<file path="src/verilog/control_flow_priority_pkg.sv">
// What this block does
// - Near call pushes PC high then low below SP, jumps, SP minus two, 12 clocks.
// - Relative branch adds signed displacement, always or on condition, in 5 clocks.
// - Far call pushes page, PC high, PC low; loads page and target; SP minus three; 19.
// - Far return pops PC low, PC high, page; SP plus three; 13 clocks.
// - Near return pops PC low then high, SP plus two; conditional form 8 or 2.
// - Interrupt return pops priority, then PC low and high; SP plus three; 12 clocks.
// - Push level shifts priority left two, operand into bits 1,0, in 4 clocks.
// - Pop level rotates priority right two bits, restoring the saved level.
// - Priority pop from stack is 7 clocks SP plus one; push is 9 clocks SP minus one.
// - Legacy acknowledge pushes PC high then low, SP minus two, updates priority, 10 clocks.
// - After a privileged instruction no interrupt before the next instruction executes.
// - Loading SP from HL, IX or IY is privileged.
// - Push level, pop level and priority pop from stack are privileged.
// - Writing the code page from the accumulator is privileged.
// - Bit test of the byte at HL is privileged.
// - Bit set leaves all condition flags unchanged.
// - Page write then interrupt return forms an uninterruptible far transfer.
// - Restart vectors from the external vector base; values 00, 08 and 30h are refused.
package control_flow_priority_pkg;
  typedef enum logic [4:0] {
    OP_CALL, OP_JR, OP_JR_CC, OP_DEC_BRANCH, OP_JP_HL, OP_JP_IX, OP_JP_IY, OP_JP, OP_JP_F,
    OP_FAR_CALL, OP_FAR_JUMP, OP_FAR_RET, OP_RET, OP_RET_F, OP_INT_RET, OP_RESTART,
    OP_PUSH_LEVEL, OP_POP_LEVEL, OP_POP_PSR, OP_PUSH_PSR, OP_LEGACY_ACK,
    OP_LD_SP_HL, OP_LD_SP_IX, OP_LD_SP_IY, OP_LD_PAGE, OP_BIT_HL, OP_SET_BIT, OP_OTHER
  } op_t;
  localparam logic [4:0] CLK_CALL = 5'h0c;
  localparam logic [4:0] CLK_JR = 5'h05;
  localparam logic [4:0] CLK_JP_HL = 5'h04;
  localparam logic [4:0] CLK_JP_INDEX = 5'h06;
  localparam logic [4:0] CLK_JP = 5'h07;
  localparam logic [4:0] CLK_FAR_CALL = 5'h13;
  localparam logic [4:0] CLK_FAR_JUMP = 5'h0a;
  localparam logic [4:0] CLK_FAR_RET = 5'h0d;
  localparam logic [4:0] CLK_RET = 5'h08;
  localparam logic [4:0] CLK_RET_SKIP = 5'h02;
  localparam logic [4:0] CLK_INT_RET = 5'h0c;
  localparam logic [4:0] CLK_RESTART = 5'h0a;
  localparam logic [4:0] CLK_LEVEL = 5'h04;
  localparam logic [4:0] CLK_POP_PSR = 5'h07;
  localparam logic [4:0] CLK_PUSH_PSR = 5'h09;
  localparam logic [4:0] CLK_LEGACY = 5'h0a;
  localparam logic [4:0] CLK_LD_SP = 5'h02;
  localparam logic [4:0] CLK_LD_PAGE = 5'h04;
  localparam logic [4:0] CLK_BIT_HL = 5'h07;
  localparam logic [4:0] CLK_SET_BIT = 5'h0a;
  localparam logic [4:0] CLK_OTHER = 5'h02;
  localparam logic [1:0] LEGACY_LEVEL = 2'h1;
  localparam logic [15:0] PC_RST = 16'h0000;
  localparam logic [15:0] SP_RST = 16'h0000;
  localparam logic [7:0] PAGE_RST = 8'h00;
  localparam logic [7:0] PRIO_RST = 8'hff;
  localparam logic [1:0] SEL_PCL = 2'h0;
  localparam logic [1:0] SEL_PCH = 2'h1;
  localparam logic [1:0] SEL_PAGE = 2'h2;
  localparam logic [1:0] SEL_PRIO = 2'h3;
endpackage : control_flow_priority_pkg

</file>
<file path="src/verilog/control_flow_priority_exec.sv">
module control_flow_priority_exec (
  input wire logic clock_i,
  input wire logic rst_i,
  input wire logic start_i,
  input wire control_flow_priority_pkg::op_t op_i,
  input wire logic cond_i,
  input wire logic [15:0] next_pc_i,
  input wire logic [15:0] imm_i,
  input wire logic [7:0] disp_i,
  input wire logic [7:0] page_i,
  input wire logic [1:0] level_i,
  input wire logic [7:0] vec_i,
  input wire logic [7:0] ext_base_i,
  input wire logic [15:0] hl_i,
  input wire logic [15:0] ix_i,
  input wire logic [15:0] iy_i,
  input wire logic [7:0] a_i,
  input wire logic [7:0] b_i,
  input wire logic alt_i,
  input wire logic [7:0] mem_rdata_i,
  output logic [15:0] pc_o,
  output logic [15:0] sp_o,
  output logic [7:0] page_o,
  output logic [7:0] prio_o,
  output logic [7:0] b_o,
  output logic b_we_o,
  output logic b_alt_o,
  output logic flags_we_o,
  output logic mem_req_o,
  output logic mem_we_o,
  output logic [15:0] mem_addr_o,
  output logic [7:0] mem_wdata_o,
  output logic busy_o,
  output logic done_o,
  output logic illegal_o,
  output logic int_ok_o
);
  import control_flow_priority_pkg::*;

  function automatic logic [4:0] clocks(input op_t op, input logic take);
    case (op)
      OP_CALL: clocks = CLK_CALL;
      OP_JR, OP_JR_CC, OP_DEC_BRANCH: clocks = CLK_JR;
      OP_JP_HL: clocks = CLK_JP_HL;
      OP_JP_IX, OP_JP_IY: clocks = CLK_JP_INDEX;
      OP_JP, OP_JP_F: clocks = CLK_JP;
      OP_FAR_CALL: clocks = CLK_FAR_CALL;
      OP_FAR_JUMP: clocks = CLK_FAR_JUMP;
      OP_FAR_RET: clocks = CLK_FAR_RET;
      OP_RET: clocks = CLK_RET;
      OP_RET_F: clocks = take ? CLK_RET : CLK_RET_SKIP;
      OP_INT_RET: clocks = CLK_INT_RET;
      OP_RESTART: clocks = CLK_RESTART;
      OP_PUSH_LEVEL, OP_POP_LEVEL: clocks = CLK_LEVEL;
      OP_POP_PSR: clocks = CLK_POP_PSR;
      OP_PUSH_PSR: clocks = CLK_PUSH_PSR;
      OP_LEGACY_ACK: clocks = CLK_LEGACY;
      OP_LD_SP_HL, OP_LD_SP_IX, OP_LD_SP_IY: clocks = CLK_LD_SP;
      OP_LD_PAGE: clocks = CLK_LD_PAGE;
      OP_BIT_HL: clocks = CLK_BIT_HL;
      OP_SET_BIT: clocks = CLK_SET_BIT;
      default: clocks = CLK_OTHER;
    endcase
  endfunction : clocks

  // Number of stack bytes moved; the direction follows from is_push.
  function automatic logic [1:0] stack_bytes(input op_t op, input logic take);
    case (op)
      OP_CALL, OP_RESTART, OP_LEGACY_ACK, OP_RET: stack_bytes = 2'h2;
      OP_RET_F: stack_bytes = take ? 2'h2 : 2'h0;
      OP_FAR_CALL, OP_FAR_RET, OP_INT_RET: stack_bytes = 2'h3;
      OP_POP_PSR, OP_PUSH_PSR: stack_bytes = 2'h1;
      default: stack_bytes = 2'h0;
    endcase
  endfunction : stack_bytes

  function automatic logic is_push(input op_t op);
    is_push = (op == OP_CALL) || (op == OP_RESTART) || (op == OP_LEGACY_ACK) ||
      (op == OP_FAR_CALL) || (op == OP_PUSH_PSR);
  endfunction : is_push

  // Which byte a stack step carries, in stack order.
  function automatic logic [1:0] byte_sel(input op_t op, input logic [1:0] step);
    case (op)
      OP_FAR_CALL: byte_sel = (step == 2'h0) ? SEL_PAGE : ((step == 2'h1) ? SEL_PCH : SEL_PCL);
      OP_CALL, OP_RESTART, OP_LEGACY_ACK: byte_sel = (step == 2'h0) ? SEL_PCH : SEL_PCL;
      OP_INT_RET: byte_sel = (step == 2'h0) ? SEL_PRIO : ((step == 2'h1) ? SEL_PCL : SEL_PCH);
      OP_PUSH_PSR, OP_POP_PSR: byte_sel = SEL_PRIO;
      default: byte_sel = (step == 2'h0) ? SEL_PCL : ((step == 2'h1) ? SEL_PCH : SEL_PAGE);
    endcase
  endfunction : byte_sel

  function automatic logic is_priv(input op_t op);
    is_priv = (op == OP_LD_SP_HL) || (op == OP_LD_SP_IX) || (op == OP_LD_SP_IY) ||
      (op == OP_PUSH_LEVEL) || (op == OP_POP_LEVEL) || (op == OP_POP_PSR) ||
      (op == OP_LD_PAGE) ||
      (op == OP_BIT_HL);
  endfunction : is_priv

  logic busy;
  logic [4:0] cnt;
  logic [4:0] n_clk;
  op_t op;
  logic take;
  logic priv;
  logic cap;
  logic [1:0] cap_sel;
  logic [1:0] req_sel;
  logic [7:0] rb [4];

  wire logic vec_ok = (vec_i == 8'h10) || (vec_i == 8'h18) || (vec_i == 8'h20) ||
    (vec_i == 8'h28) || (vec_i == 8'h38);
  wire logic bad = (op_i == OP_RESTART) && !vec_ok;
  wire logic go = start_i && !busy && !bad;
  wire logic [7:0] b_dec = b_i - 8'h01;
  wire logic next_take = (op_i == OP_DEC_BRANCH) ? (b_dec != 8'h00) :
    ((op_i == OP_JR_CC) || (op_i == OP_JP_F) || (op_i == OP_RET_F)) ? cond_i : 1'b1;
  wire logic fin = busy && (cnt == n_clk - 5'h01);
  wire logic [1:0] step = 2'(cnt - 5'h01);
  wire logic issue = busy && (cnt != 5'h00) && (cnt <= {3'h0, stack_bytes(op, take)});
  wire logic [1:0] sel = byte_sel(op, step);
  wire logic [15:0] next_addr = is_push(op) ? sp_o - 16'h0001 - {14'h0, step} : sp_o + {14'h0, step};
  wire logic [7:0] next_wdata = (sel == SEL_PCL) ? next_pc_i[7:0] :
    (sel == SEL_PCH) ? next_pc_i[15:8] : (sel == SEL_PAGE) ? page_o : prio_o;
  wire logic [15:0] rel_pc = next_pc_i + {{8{disp_i[7]}}, disp_i};
  wire logic [15:0] popped_pc = {rb[SEL_PCH], rb[SEL_PCL]};

  function automatic logic [15:0] commit_pc(input op_t o, input logic t);
    case (o)
      OP_CALL, OP_JP, OP_FAR_CALL, OP_FAR_JUMP: commit_pc = imm_i;
      OP_JP_F: commit_pc = t ? imm_i : next_pc_i;
      OP_JR, OP_JR_CC, OP_DEC_BRANCH: commit_pc = t ? rel_pc : next_pc_i;
      OP_JP_HL: commit_pc = hl_i;
      OP_JP_IX: commit_pc = ix_i;
      OP_JP_IY: commit_pc = iy_i;
      OP_FAR_RET, OP_RET, OP_INT_RET: commit_pc = popped_pc;
      OP_RET_F: commit_pc = t ? popped_pc : next_pc_i;
      OP_RESTART: commit_pc = {ext_base_i, vec_i};
      default: commit_pc = next_pc_i;
    endcase
  endfunction : commit_pc

  function automatic logic [15:0] commit_sp(input op_t o, input logic t);
    case (o)
      OP_CALL, OP_RESTART, OP_LEGACY_ACK: commit_sp = sp_o - 16'h0002;
      OP_FAR_CALL: commit_sp = sp_o - 16'h0003;
      OP_FAR_RET, OP_INT_RET: commit_sp = sp_o + 16'h0003;
      OP_RET: commit_sp = sp_o + 16'h0002;
      OP_RET_F: commit_sp = t ? sp_o + 16'h0002 : sp_o;
      OP_POP_PSR: commit_sp = sp_o + 16'h0001;
      OP_PUSH_PSR: commit_sp = sp_o - 16'h0001;
      OP_LD_SP_HL: commit_sp = hl_i;
      OP_LD_SP_IX: commit_sp = ix_i;
      OP_LD_SP_IY: commit_sp = iy_i;
      default: commit_sp = sp_o;
    endcase
  endfunction : commit_sp

  wire logic [7:0] next_page = ((op == OP_FAR_CALL) || (op == OP_FAR_JUMP)) ? page_i :
    (op == OP_FAR_RET) ? rb[SEL_PAGE] : (op == OP_LD_PAGE) ? a_i : page_o;
  wire logic [7:0] next_prio = (op == OP_PUSH_LEVEL) ? {prio_o[5:0], level_i} :
    (op == OP_POP_LEVEL) ? {prio_o[1:0], prio_o[7:2]} :
    ((op == OP_POP_PSR) || (op == OP_INT_RET)) ? rb[SEL_PRIO] :
    (op == OP_LEGACY_ACK) ? {prio_o[5:0], LEGACY_LEVEL} : prio_o;
  wire logic next_priv = fin ? is_priv(op) : priv;
  wire logic next_busy = fin ? 1'b0 : (busy || go);

  always_ff @(posedge clock_i or posedge rst_i) begin
    if (rst_i) begin
      busy <= 1'b0;
      cnt <= 5'h00;
      n_clk <= CLK_OTHER;
      op <= OP_OTHER;
      take <= 1'b0;
    end else if (go) begin
      busy <= 1'b1;
      cnt <= 5'h01;
      n_clk <= clocks(op_i, next_take);
      op <= op_i;
      take <= next_take;
    end else begin
      busy <= next_busy;
      cnt <= busy ? cnt + 5'h01 : 5'h00;
    end
  end

  // Stack port: one byte per cycle from the second cycle after acceptance.
  always_ff @(posedge clock_i or posedge rst_i) begin
    if (rst_i) begin
      mem_req_o <= 1'b0;
      mem_we_o <= 1'b0;
      mem_addr_o <= 16'h0000;
      mem_wdata_o <= 8'h00;
      cap <= 1'b0;
      cap_sel <= SEL_PCL;
      req_sel <= SEL_PCL;
    end else begin
      mem_req_o <= issue;
      mem_we_o <= issue && is_push(op);
      mem_addr_o <= issue ? next_addr : mem_addr_o;
      mem_wdata_o <= (issue && is_push(op)) ? next_wdata : 8'h00;
      cap <= mem_req_o && !mem_we_o;
      // Read data arrives one cycle after its request, so the byte select trails it by that cycle.
      req_sel <= issue ? sel : req_sel;
      cap_sel <= req_sel;
    end
  end

  always_ff @(posedge clock_i) begin
    if (cap) begin
      rb[cap_sel] <= mem_rdata_i;
    end
  end

  always_ff @(posedge clock_i or posedge rst_i) begin
    if (rst_i) begin
      pc_o <= PC_RST;
      sp_o <= SP_RST;
      page_o <= PAGE_RST;
      prio_o <= PRIO_RST;
      b_o <= 8'h00;
      b_we_o <= 1'b0;
      b_alt_o <= 1'b0;
      flags_we_o <= 1'b0;
      done_o <= 1'b0;
      illegal_o <= 1'b0;
    end else begin
      pc_o <= fin ? commit_pc(op, take) : pc_o;
      sp_o <= fin ? commit_sp(op, take) : sp_o;
      page_o <= fin ? next_page : page_o;
      prio_o <= fin ? next_prio : prio_o;
      b_o <= (fin && op == OP_DEC_BRANCH) ? b_dec : b_o;
      b_we_o <= fin && (op == OP_DEC_BRANCH);
      b_alt_o <= fin && (op == OP_DEC_BRANCH) && alt_i;
      flags_we_o <= fin && (op == OP_BIT_HL);
      done_o <= fin;
      illegal_o <= start_i && !busy && bad;
    end
  end

  always_ff @(posedge clock_i or posedge rst_i) begin
    if (rst_i) begin
      priv <= 1'b0;
      busy_o <= 1'b0;
      int_ok_o <= 1'b1;
    end else begin
      priv <= next_priv;
      busy_o <= next_busy;
      int_ok_o <= !next_busy && !go && !next_priv;
    end
  end

  AST_CALL_SP: assert property (@(posedge clock_i) disable iff (rst_i)
    go && op_i == OP_CALL |-> ##12 done_o && sp_o == $past(sp_o, 12) - 16'h0002)
    else $error("near call stack or timing wrong");
  AST_JR_PC: assert property (@(posedge clock_i) disable iff (rst_i)
    go && op_i == OP_JR |-> ##5 done_o && pc_o == $past(next_pc_i, 5) + {{8{$past(disp_i[7], 5)}}, $past(disp_i, 5)})
    else $error("relative branch target or timing wrong");
  AST_FAR_CALL: assert property (@(posedge clock_i) disable iff (rst_i)
    go && op_i == OP_FAR_CALL |-> ##19 done_o && sp_o == $past(sp_o, 19) - 16'h0003 && page_o == $past(page_i, 1))
    else $error("far call wrong");
  AST_FAR_RET: assert property (@(posedge clock_i) disable iff (rst_i)
    go && op_i == OP_FAR_RET |-> ##13 done_o && sp_o == $past(sp_o, 13) + 16'h0003)
    else $error("far return wrong");
  AST_RET_SKIP: assert property (@(posedge clock_i) disable iff (rst_i)
    go && op_i == OP_RET_F && !cond_i |-> ##1 !done_o ##1 done_o && sp_o == $past(sp_o, 2))
    else $error("untaken return wrong");
  AST_INT_RET: assert property (@(posedge clock_i) disable iff (rst_i)
    go && op_i == OP_INT_RET |-> ##12 done_o && sp_o == $past(sp_o, 12) + 16'h0003)
    else $error("interrupt return wrong");
  AST_PUSH_LEVEL: assert property (@(posedge clock_i) disable iff (rst_i)
    go && op_i == OP_PUSH_LEVEL |-> ##4 prio_o == {$past(prio_o[5:0], 4), $past(level_i, 4)})
    else $error("push level wrong");
  AST_POP_LEVEL: assert property (@(posedge clock_i) disable iff (rst_i)
    go && op_i == OP_POP_LEVEL |-> ##4 prio_o == {$past(prio_o[1:0], 4), $past(prio_o[7:2], 4)})
    else $error("pop level wrong");
  AST_PSR_STACK: assert property (@(posedge clock_i) disable iff (rst_i)
    go && op_i == OP_PUSH_PSR |-> ##2 mem_req_o && mem_we_o && mem_addr_o == sp_o - 16'h0001 ##7 done_o)
    else $error("priority push wrong");
  AST_LEGACY: assert property (@(posedge clock_i) disable iff (rst_i)
    go && op_i == OP_LEGACY_ACK |-> ##10 done_o && sp_o == $past(sp_o, 10) - 16'h0002)
    else $error("legacy acknowledge wrong");
  AST_PRIV_HOLD: assert property (@(posedge clock_i) disable iff (rst_i)
    done_o && priv |-> !int_ok_o throughout (done_o [*1] ##1 !done_o [*1]))
    else $error("interrupt allowed after privileged instruction");
  AST_SET_FLAGS: assert property (@(posedge clock_i) disable iff (rst_i)
    go && op_i == OP_SET_BIT |-> ##10 done_o && !flags_we_o)
    else $error("bit set touched flags");
  AST_LD_SP_PRIV: assert property (@(posedge clock_i) disable iff (rst_i)
    go && op_i == OP_LD_SP_HL |-> ##2 done_o && sp_o == $past(hl_i, 2) && !int_ok_o)
    else $error("stack pointer load wrong or interruptible");
  AST_BAD_RESTART: assert property (@(posedge clock_i) disable iff (rst_i)
    start_i && !busy && bad |=> illegal_o && !busy_o)
    else $error("refused restart was executed");
  AST_DEC_BRANCH: assert property (@(posedge clock_i) disable iff (rst_i)
    go && op_i == OP_DEC_BRANCH |-> ##5 done_o && b_we_o && b_o == $past(b_i, 5) - 8'h01)
    else $error("decrement branch count wrong");
  AST_JP_INDEX: assert property (@(posedge clock_i) disable iff (rst_i)
    go && op_i == OP_JP_IX |-> ##6 done_o && pc_o == $past(ix_i, 6))
    else $error("indexed jump target or timing wrong");

  COV_CALL: cover property (@(posedge clock_i) disable iff (rst_i) go && op_i == OP_CALL ##12 done_o);
  COV_RET_TAKEN: cover property (@(posedge clock_i) disable iff (rst_i) go && op_i == OP_RET_F && cond_i);
  COV_PAGE_THEN_RETURN: cover property (@(posedge clock_i) disable iff (rst_i)
    go && op_i == OP_LD_PAGE ##4 go && op_i == OP_INT_RET);
  COV_ILLEGAL: cover property (@(posedge clock_i) disable iff (rst_i) illegal_o);
endmodule : control_flow_priority_exec

</file>
<file path="config.mk">
export PLATFORM = sky130hd
export DESIGN_NAME = control_flow_priority_exec
export DESIGN_NICKNAME = d
export VERILOG_FILES = /design/src/verilog/control_flow_priority_pkg.sv /design/src/verilog/control_flow_priority_exec.sv
export SDC_FILE = /design/constraint.sdc
export NUM_CORES = 1
export LEC_CHECK = 0
export BUFFER_PORTS_ARGS = -buffer_cell sky130_fd_sc_hd__buf_2
export CAP_MARGIN = 20
export CORE_MARGIN = 2
export CORE_UTILIZATION = 50
export DETAILED_ROUTE_END_ITERATION = 10
export PLACE_DENSITY = 0.74
export SYNTH_ARGS = -nofsm -noshare
export SYNTH_HDL_FRONTEND = slang
export SYNTH_SLANG_ARGS = --single-unit
</file>
<file path="constraint.sdc">
create_clock -name clock_i -period 7.51 [get_ports clock_i]
set_input_delay 2.253 -clock clock_i [delete_from_list [all_inputs] [get_ports clock_i]]
set_output_delay 2.253 -clock clock_i [all_outputs]
set_load 0.005 [all_outputs]
</file>
* After elaboration in Yosys (flattened, before gate mapping)
Memories as Yosys holds them, arrays and structs flattened.
Index checks and enable logic that the tools add are counted.
** Word-level totals
- Logic and storage cells :: 204
- Memory bits (writable) :: 32
- Latch bits :: 0
- Bits in read-only memories :: 0
- Register bits :: 112
- Input port bits :: 148
- Memories :: 1
** Operators by class
- Equal/unequal tests :: 58
- Mux-type cells :: 39
- Divide/modulo/power cells :: 0
- Shift operators :: 0
- Multiply operators :: 0
- Reductions and logical operators :: 67
- Add/sub/neg operators :: 13
- $lt $le $gt $ge :: 1
- Bitwise operators :: 0
** Memory list
- rb :: words 4, bits a word 8, rd ports 4, clocked after memory_dff 0, wr ports 1, line control_flow_priority_exec.sv:109 : logic [7:0] rb [4];
** Operators with widths (count)
- 16-bit one-hot mux with 10 select lines :: 1
- 16-bit one-hot mux with 9 select lines :: 1
- 5-bit equality test, second input constant :: 18
- 8-bit two-way mux :: 11
- 5-bit by 4-bit equality test with 1-bit output, second input constant :: 16
- 16-bit two-way mux :: 5
- 5-bit one-hot mux with 11 select lines :: 1
- 5-bit by 3-bit equality test with 1-bit output, second input constant :: 8
- 16-bit by 2-bit adder with 16-bit output, second input constant :: 2
- 16-bit by 2-bit subtractor with 16-bit output, second input constant :: 2
- 8-bit by 6-bit equality test with 1-bit output, second input constant :: 3
- 5-bit by 2-bit equality test with 1-bit output, second input constant :: 4
- 1-bit logical OR :: 20
- 4-bit OR reduction :: 5
- 16-bit by 1-bit adder with 16-bit output, second input constant :: 1
- 16-bit adder :: 1
- 16-bit by 2-bit adder with 16-bit output :: 1
- 8-bit by 5-bit equality test with 1-bit output, second input constant :: 2
- 2-bit one-hot mux with 4 select lines :: 2
- 16-bit by 1-bit subtractor with 16-bit output, second input constant :: 1
- 16-bit by 2-bit subtractor with 16-bit output :: 1
- 3-bit OR reduction :: 5
- 1-bit logical AND :: 14
- 5-bit by 1-bit equality test with 1-bit output, second input constant :: 2
- 24 further kinds :: 51

* Logic depth before layout (Yosys ltp)
- Word-level depth :: 14
- Depth in mapped cells :: 15
- Mapped depth without buffers :: 12

* Worst setup path after synthesis
OpenSTA, ideal clock, no wires.
- Path type :: input -> register
- From :: input port next_pc_i[0]
- To :: register pc_o[14]
- Required time :: 7.428 ns
- Library setup time :: 0.082 ns
- Path buffers :: 0
- Arrival time :: 4.404 ns
- Stages on the path :: 10
- Path slack :: 3.024 ns
- Cells stage by stage :: ha_1 fa_1 a21o_1 a21oi_1 o21a_1 o31ai_1 a2111oi_0 nor3_1 mux2_2 a31oi_1
** On the way
- Word-level cells in the longest chain between the ends :: 3
** RTL lines
- start: declaration :: line control_flow_priority_exec.sv:7 : input wire logic [15:0] next_pc_i,
- 16-bit adder :: line control_flow_priority_exec.sv:125 : wire logic [15:0] rel_pc = next_pc_i + {{8{disp_i[7]}}, disp_i};
- 16-bit two-way mux :: line control_flow_priority_exec.sv:132 : OP_JR, OP_JR_CC, OP_DEC_BRANCH: commit_pc = t ? rel_pc : next_pc_i;
- 16-bit one-hot mux with 9 select lines :: line control_flow_priority_exec.sv:129 : case (o)
- end signal: assignment :: line control_flow_priority_exec.sv:228 : pc_o <= fin ? commit_pc(op, take) : pc_o;
- end: declaration :: line control_flow_priority_exec.sv:21 : output logic [15:0] pc_o,
No other way between the ends.
A chain may end at the register's enable or synchronous reset.

* Worst setup path in the final report
Ends and elaborated chain as after synthesis.

==> flow_metrics.py <==
metrics = {
    "min_path": {
        "hold_class": "register to register",
    },
    "clocking": {
        "cts_buffer_depth": 2,
        "cts_max_level": 4,
        "cts_made_buffers": 17,
        "cts_root_buf": "clkbuf_16",
        "cts.sinks": 144,
        "clk_latency_ps": 440,
        "post-cts-setup-buffer-count": 0,
        "cts-resized-gates": 0,
        "cts_tree": "done",
        "postCtsHoldBufs": 0,
        "path_clk_slew_ps": 70,
    },
    "sta": {
        "finalHoldWorstSlack_ps": 380,
        "hold_viol_final": 0,
        "skew_ps": 12.0,
        "maxSlewViolCount": 0,
        "fin_setup_tns_ps": 0,
        "rsz0062_at_grt": "false",
        "setup_viol": 0,
        "max_freq_mhz": 227,
        "maxSlewHeadroom_pct": 37.0,
        "worst_pin_slew_ps": 936,
        "layout_min_cycle_time_ps": 4410,
        "period_share_pct": 58.7,
    },
    "final_layout": {
        "layout_commonest_cell": "buf_2",
        "syn2layout_area_growth_pct": 17.2,
        "nets": 1709,
        "final_cell_mix": "buf_2 (237), nor2_1 (132), nand2_1 (124)",
        "layout-drive-gt1-share_pct": 22.5,
    },
    "synth": {
        "synth_area_sq_mm": 0.0112,
        "synth.top_cell.area_share_pct": 21.9,
        "synth_top_area_cell": "dfrtp_1",
        "async_flop_share_pct": 77.8,
        "syn_inst": 1329,
        "synthTopCellsByArea": "dfrtp_1 (22%), edfxtp_1 (8.6%), a21oi_1 (4.7%)",
        "syn_area_per_cell_sq_um": 8.41,
        "yosysWarnings": 0,
        "synth_seq_area_share_pct": 33.8,
        "ys_ff_latch": 144,
        "synth_fp_nets": 1524,
        "synth_flop_cell": "dfrtp_1",
        "synth-edff-count": 32,
        "yosys.cell_types.count": 82,
    },
    "global_routing": {
        "grt_pass1_vias": 11141,
        "antenna_found_initial": 6,
        "grt_max_degree": 58,
        "grt_pass1_wl_um": 64500,
        "grt_overflow": 0,
        "grt_usage_pct": 34.9,
    },
    "place": {
        "place_hpwl_um": 31200,
        "port_buffers": 236,
        "gp_congestion": 0.994,
    },
    "drt": {
        "vias": 11730,
        "drtAntennaViolNets": 0,
        "drt_iter0_markers": 1528,
        "wl_met1_um": 16800,
        "totalWireLength_um": 41400,
        "wl_per_cell_um": 22.8,
        "remaining_drc_errors": 0,
        "met3WireLength_um": 5050,
        "routed-wl-met2_um": 18500,
        "via_per_inst": 6.47,
        "drtPass1Iterations": 7,
        "top_layer": "met4",
    },
    "setup_path": {
        "cp_cell_sequence": "buf_2, ha_1, fa_1, a21o_1, a21oi_1, o21a_1, o31ai_1, a2111oi_0, nor3_1, mux2_2, a31oi_1",
        "critPathLaunchType": "input port",
        "critPathBufInv": 1,
        "crit_fanout": 4,
        "setup.worst_path.end_class": "register",
        "crit_family": "compound AO/OA/AOI/OAI gates",
        "required_ps": 7870,
        "cp_slowest_cell": "a2111oi_0",
        "critPathKind": "input port to register",
        "worst_ep_arrival_time_ps": 4770,
        "max_stage_delay_ps": 430,
    },
    "floorplan": {
        "initial_core_util_pct": 51.1,
        "fp.dieArea_sq_mm": 0.0236,
        "die_h_um": 154,
        "row_count": 54,
        "core_sq_mm": 0.0219,
        "fp.dieW_um": 154,
        "pin_count": 237,
    },
    "outcome": {
        "status": "finished, final reports clean",
    },
    "power_and_ir_drop": {
        "peakVddDrop_uv": 216,
        "cellPowerDensity_mw_per_mm2": 443,
        "leakagePower_nw": 5.63,
        "report.power.total_w": 0.00580,
    },
    "run": {
        "cap_violations": 0,
    },
}
==> layer usage <==
| metal | GRT usage, % | vias to the layer above |
|---|---|---|
| li1 | - | 5313 |
| met1 | 47.9 | 5561 |
| met2 | 53.8 | 779 |
| met3 | 9.47 | 77 |
| met4 | 11.1 | 0 |
| met5 | 0 | - |
==> metrics by stage <==
| stage | cell area (sq um) | setup slack, ps | cells | util, % |
|---|---|---|---|---|
| 6_report | 13100 | 3100 | 1813 | 59.9 |
| 5_1_grt | 13100 | 2840 | 1812 | 59.9 |
| 4_1_cts | 13100 | 2610 | 1805 | 59.7 |
| 3_5_place_dp | 12500 | 2610 | 1773 | 57.0 |
| 3_3_place_gp | 12500 | 2710 | 1771 | 57.0 |
| 2_1_floorplan | 11200 | 2320 | 1329 | - |
==> power breakdown <==
part	internal [W]	switching (W)	total, W
clock network	0.000446	0.000412	0.000859
registers	0.00110	0.000438	0.00154
logic	0.00135	0.00205	0.00340
total	0.00290	0.00290	0.00580
==> worst paths after layout <==
kind | start | to | slack, ps | cells past startpoint
setup / recovery | next_pc_i[0] | pc_o[14]$_DFFE_PP0P_ | 3100 | 11
hold / removal | req_sel[0]$_DFFE_PP0P_ | cap_sel[0]$_DFF_PP0_ | 380 | 0
setup reg to reg | op[2]$_DFFE_PP0P_ | sp_o[13]$_DFFE_PP0P_ | 3150 | 10
hold reg to reg | req_sel[0]$_DFFE_PP0P_ | cap_sel[0]$_DFF_PP0_ | 380 | 0
max in group asynchronous | rst_i | mem_addr_o[7]$_DFFE_PP0P_ | 4240 | 3
min in group asynchronous | rst_i | b_we_o$_DFF_PP0_ | 1950 | 2
==> cell families (layout without fill, tap and decap cells) <==
group                    Yosys count  after routing  synth area share, %
AO/OA/AOI/OAI                    419            419                 24.3
XOR/XNOR                          69             69                 5.54
adder cells (fa/ha/maj)           48             48                 5.68
buffers and inverters            132            330                 4.68
flip-flops                       144            144                 33.8
multiplexers                      69             69                 6.46
other                              0              6                    0
AND/OR/NAND/NOR                  448            448                 19.5
==> cell usage after synthesis (5+ instances only) <==
library cell,instances
o211ai_1,8
a21oi_1,105
a31oi_1,17
dfrtp_1,98
o21bai_1,8
mux2_2,24
and3_1,16
xor2_1,15
nor2b_1,12
nor3b_1,7
o21ai_0,90
nand4_1,17
a221oi_1,20
o21a_1,7
o22ai_1,27
a22oi_1,31
a211oi_1,16
buf_2,13
dfstp_2,14
ha_1,42
nor2_1,132
o21ai_1,11
inv_1,42
a21o_1,16
nand4b_1,5
nand2b_1,11
nand3_1,39
edfxtp_1,32
a22o_1,5
xnor2_1,53
mux2i_1,44
clkbuf_1,65
o32ai_1,5
nor4_1,18
nand2_1,124
fa_1,5
buf_1,7
or3_1,11
o31ai_1,13
nor3_1,29
==> sequential cells by signal, indices dropped and copies added (netlist names), 2 cells and up <==
register,cells
mem_addr_o,16
b_o,8
sp_o,16
pc_o,16
prio_o,8
rb,32
cap_sel,2
page_o,8
mem_wdata_o,8
op,5
req_sel,2
n_clk,5
cnt,5
==> cell type report <==
type | instances | area, sq um
inverters | 45 | 171
clock buffers | 17 | 425
fillers | 1991 | 8780
multi-input cells | 1053 | 6890
well taps | 280 | 350
diodes | 6 | 15.0
flip-flops and latches | 144 | 3780
clock inverters | 15 | 163
repair buffers | 253 | 1310
==> worst register-to-register path, stage by stage, from the launching register on <==
cell       delay [ps]
dfrtp_1           930
nand3_1           870
ha_1              640
nor2b_1           150
o21ai_0           230
a21oi_1           170
o41a_1            410
a221oi_1          360
xnor2_1           130
a221oi_1          260
o2bb2ai_1          90
Note: power is estimated with default switching activity, not from simulation.
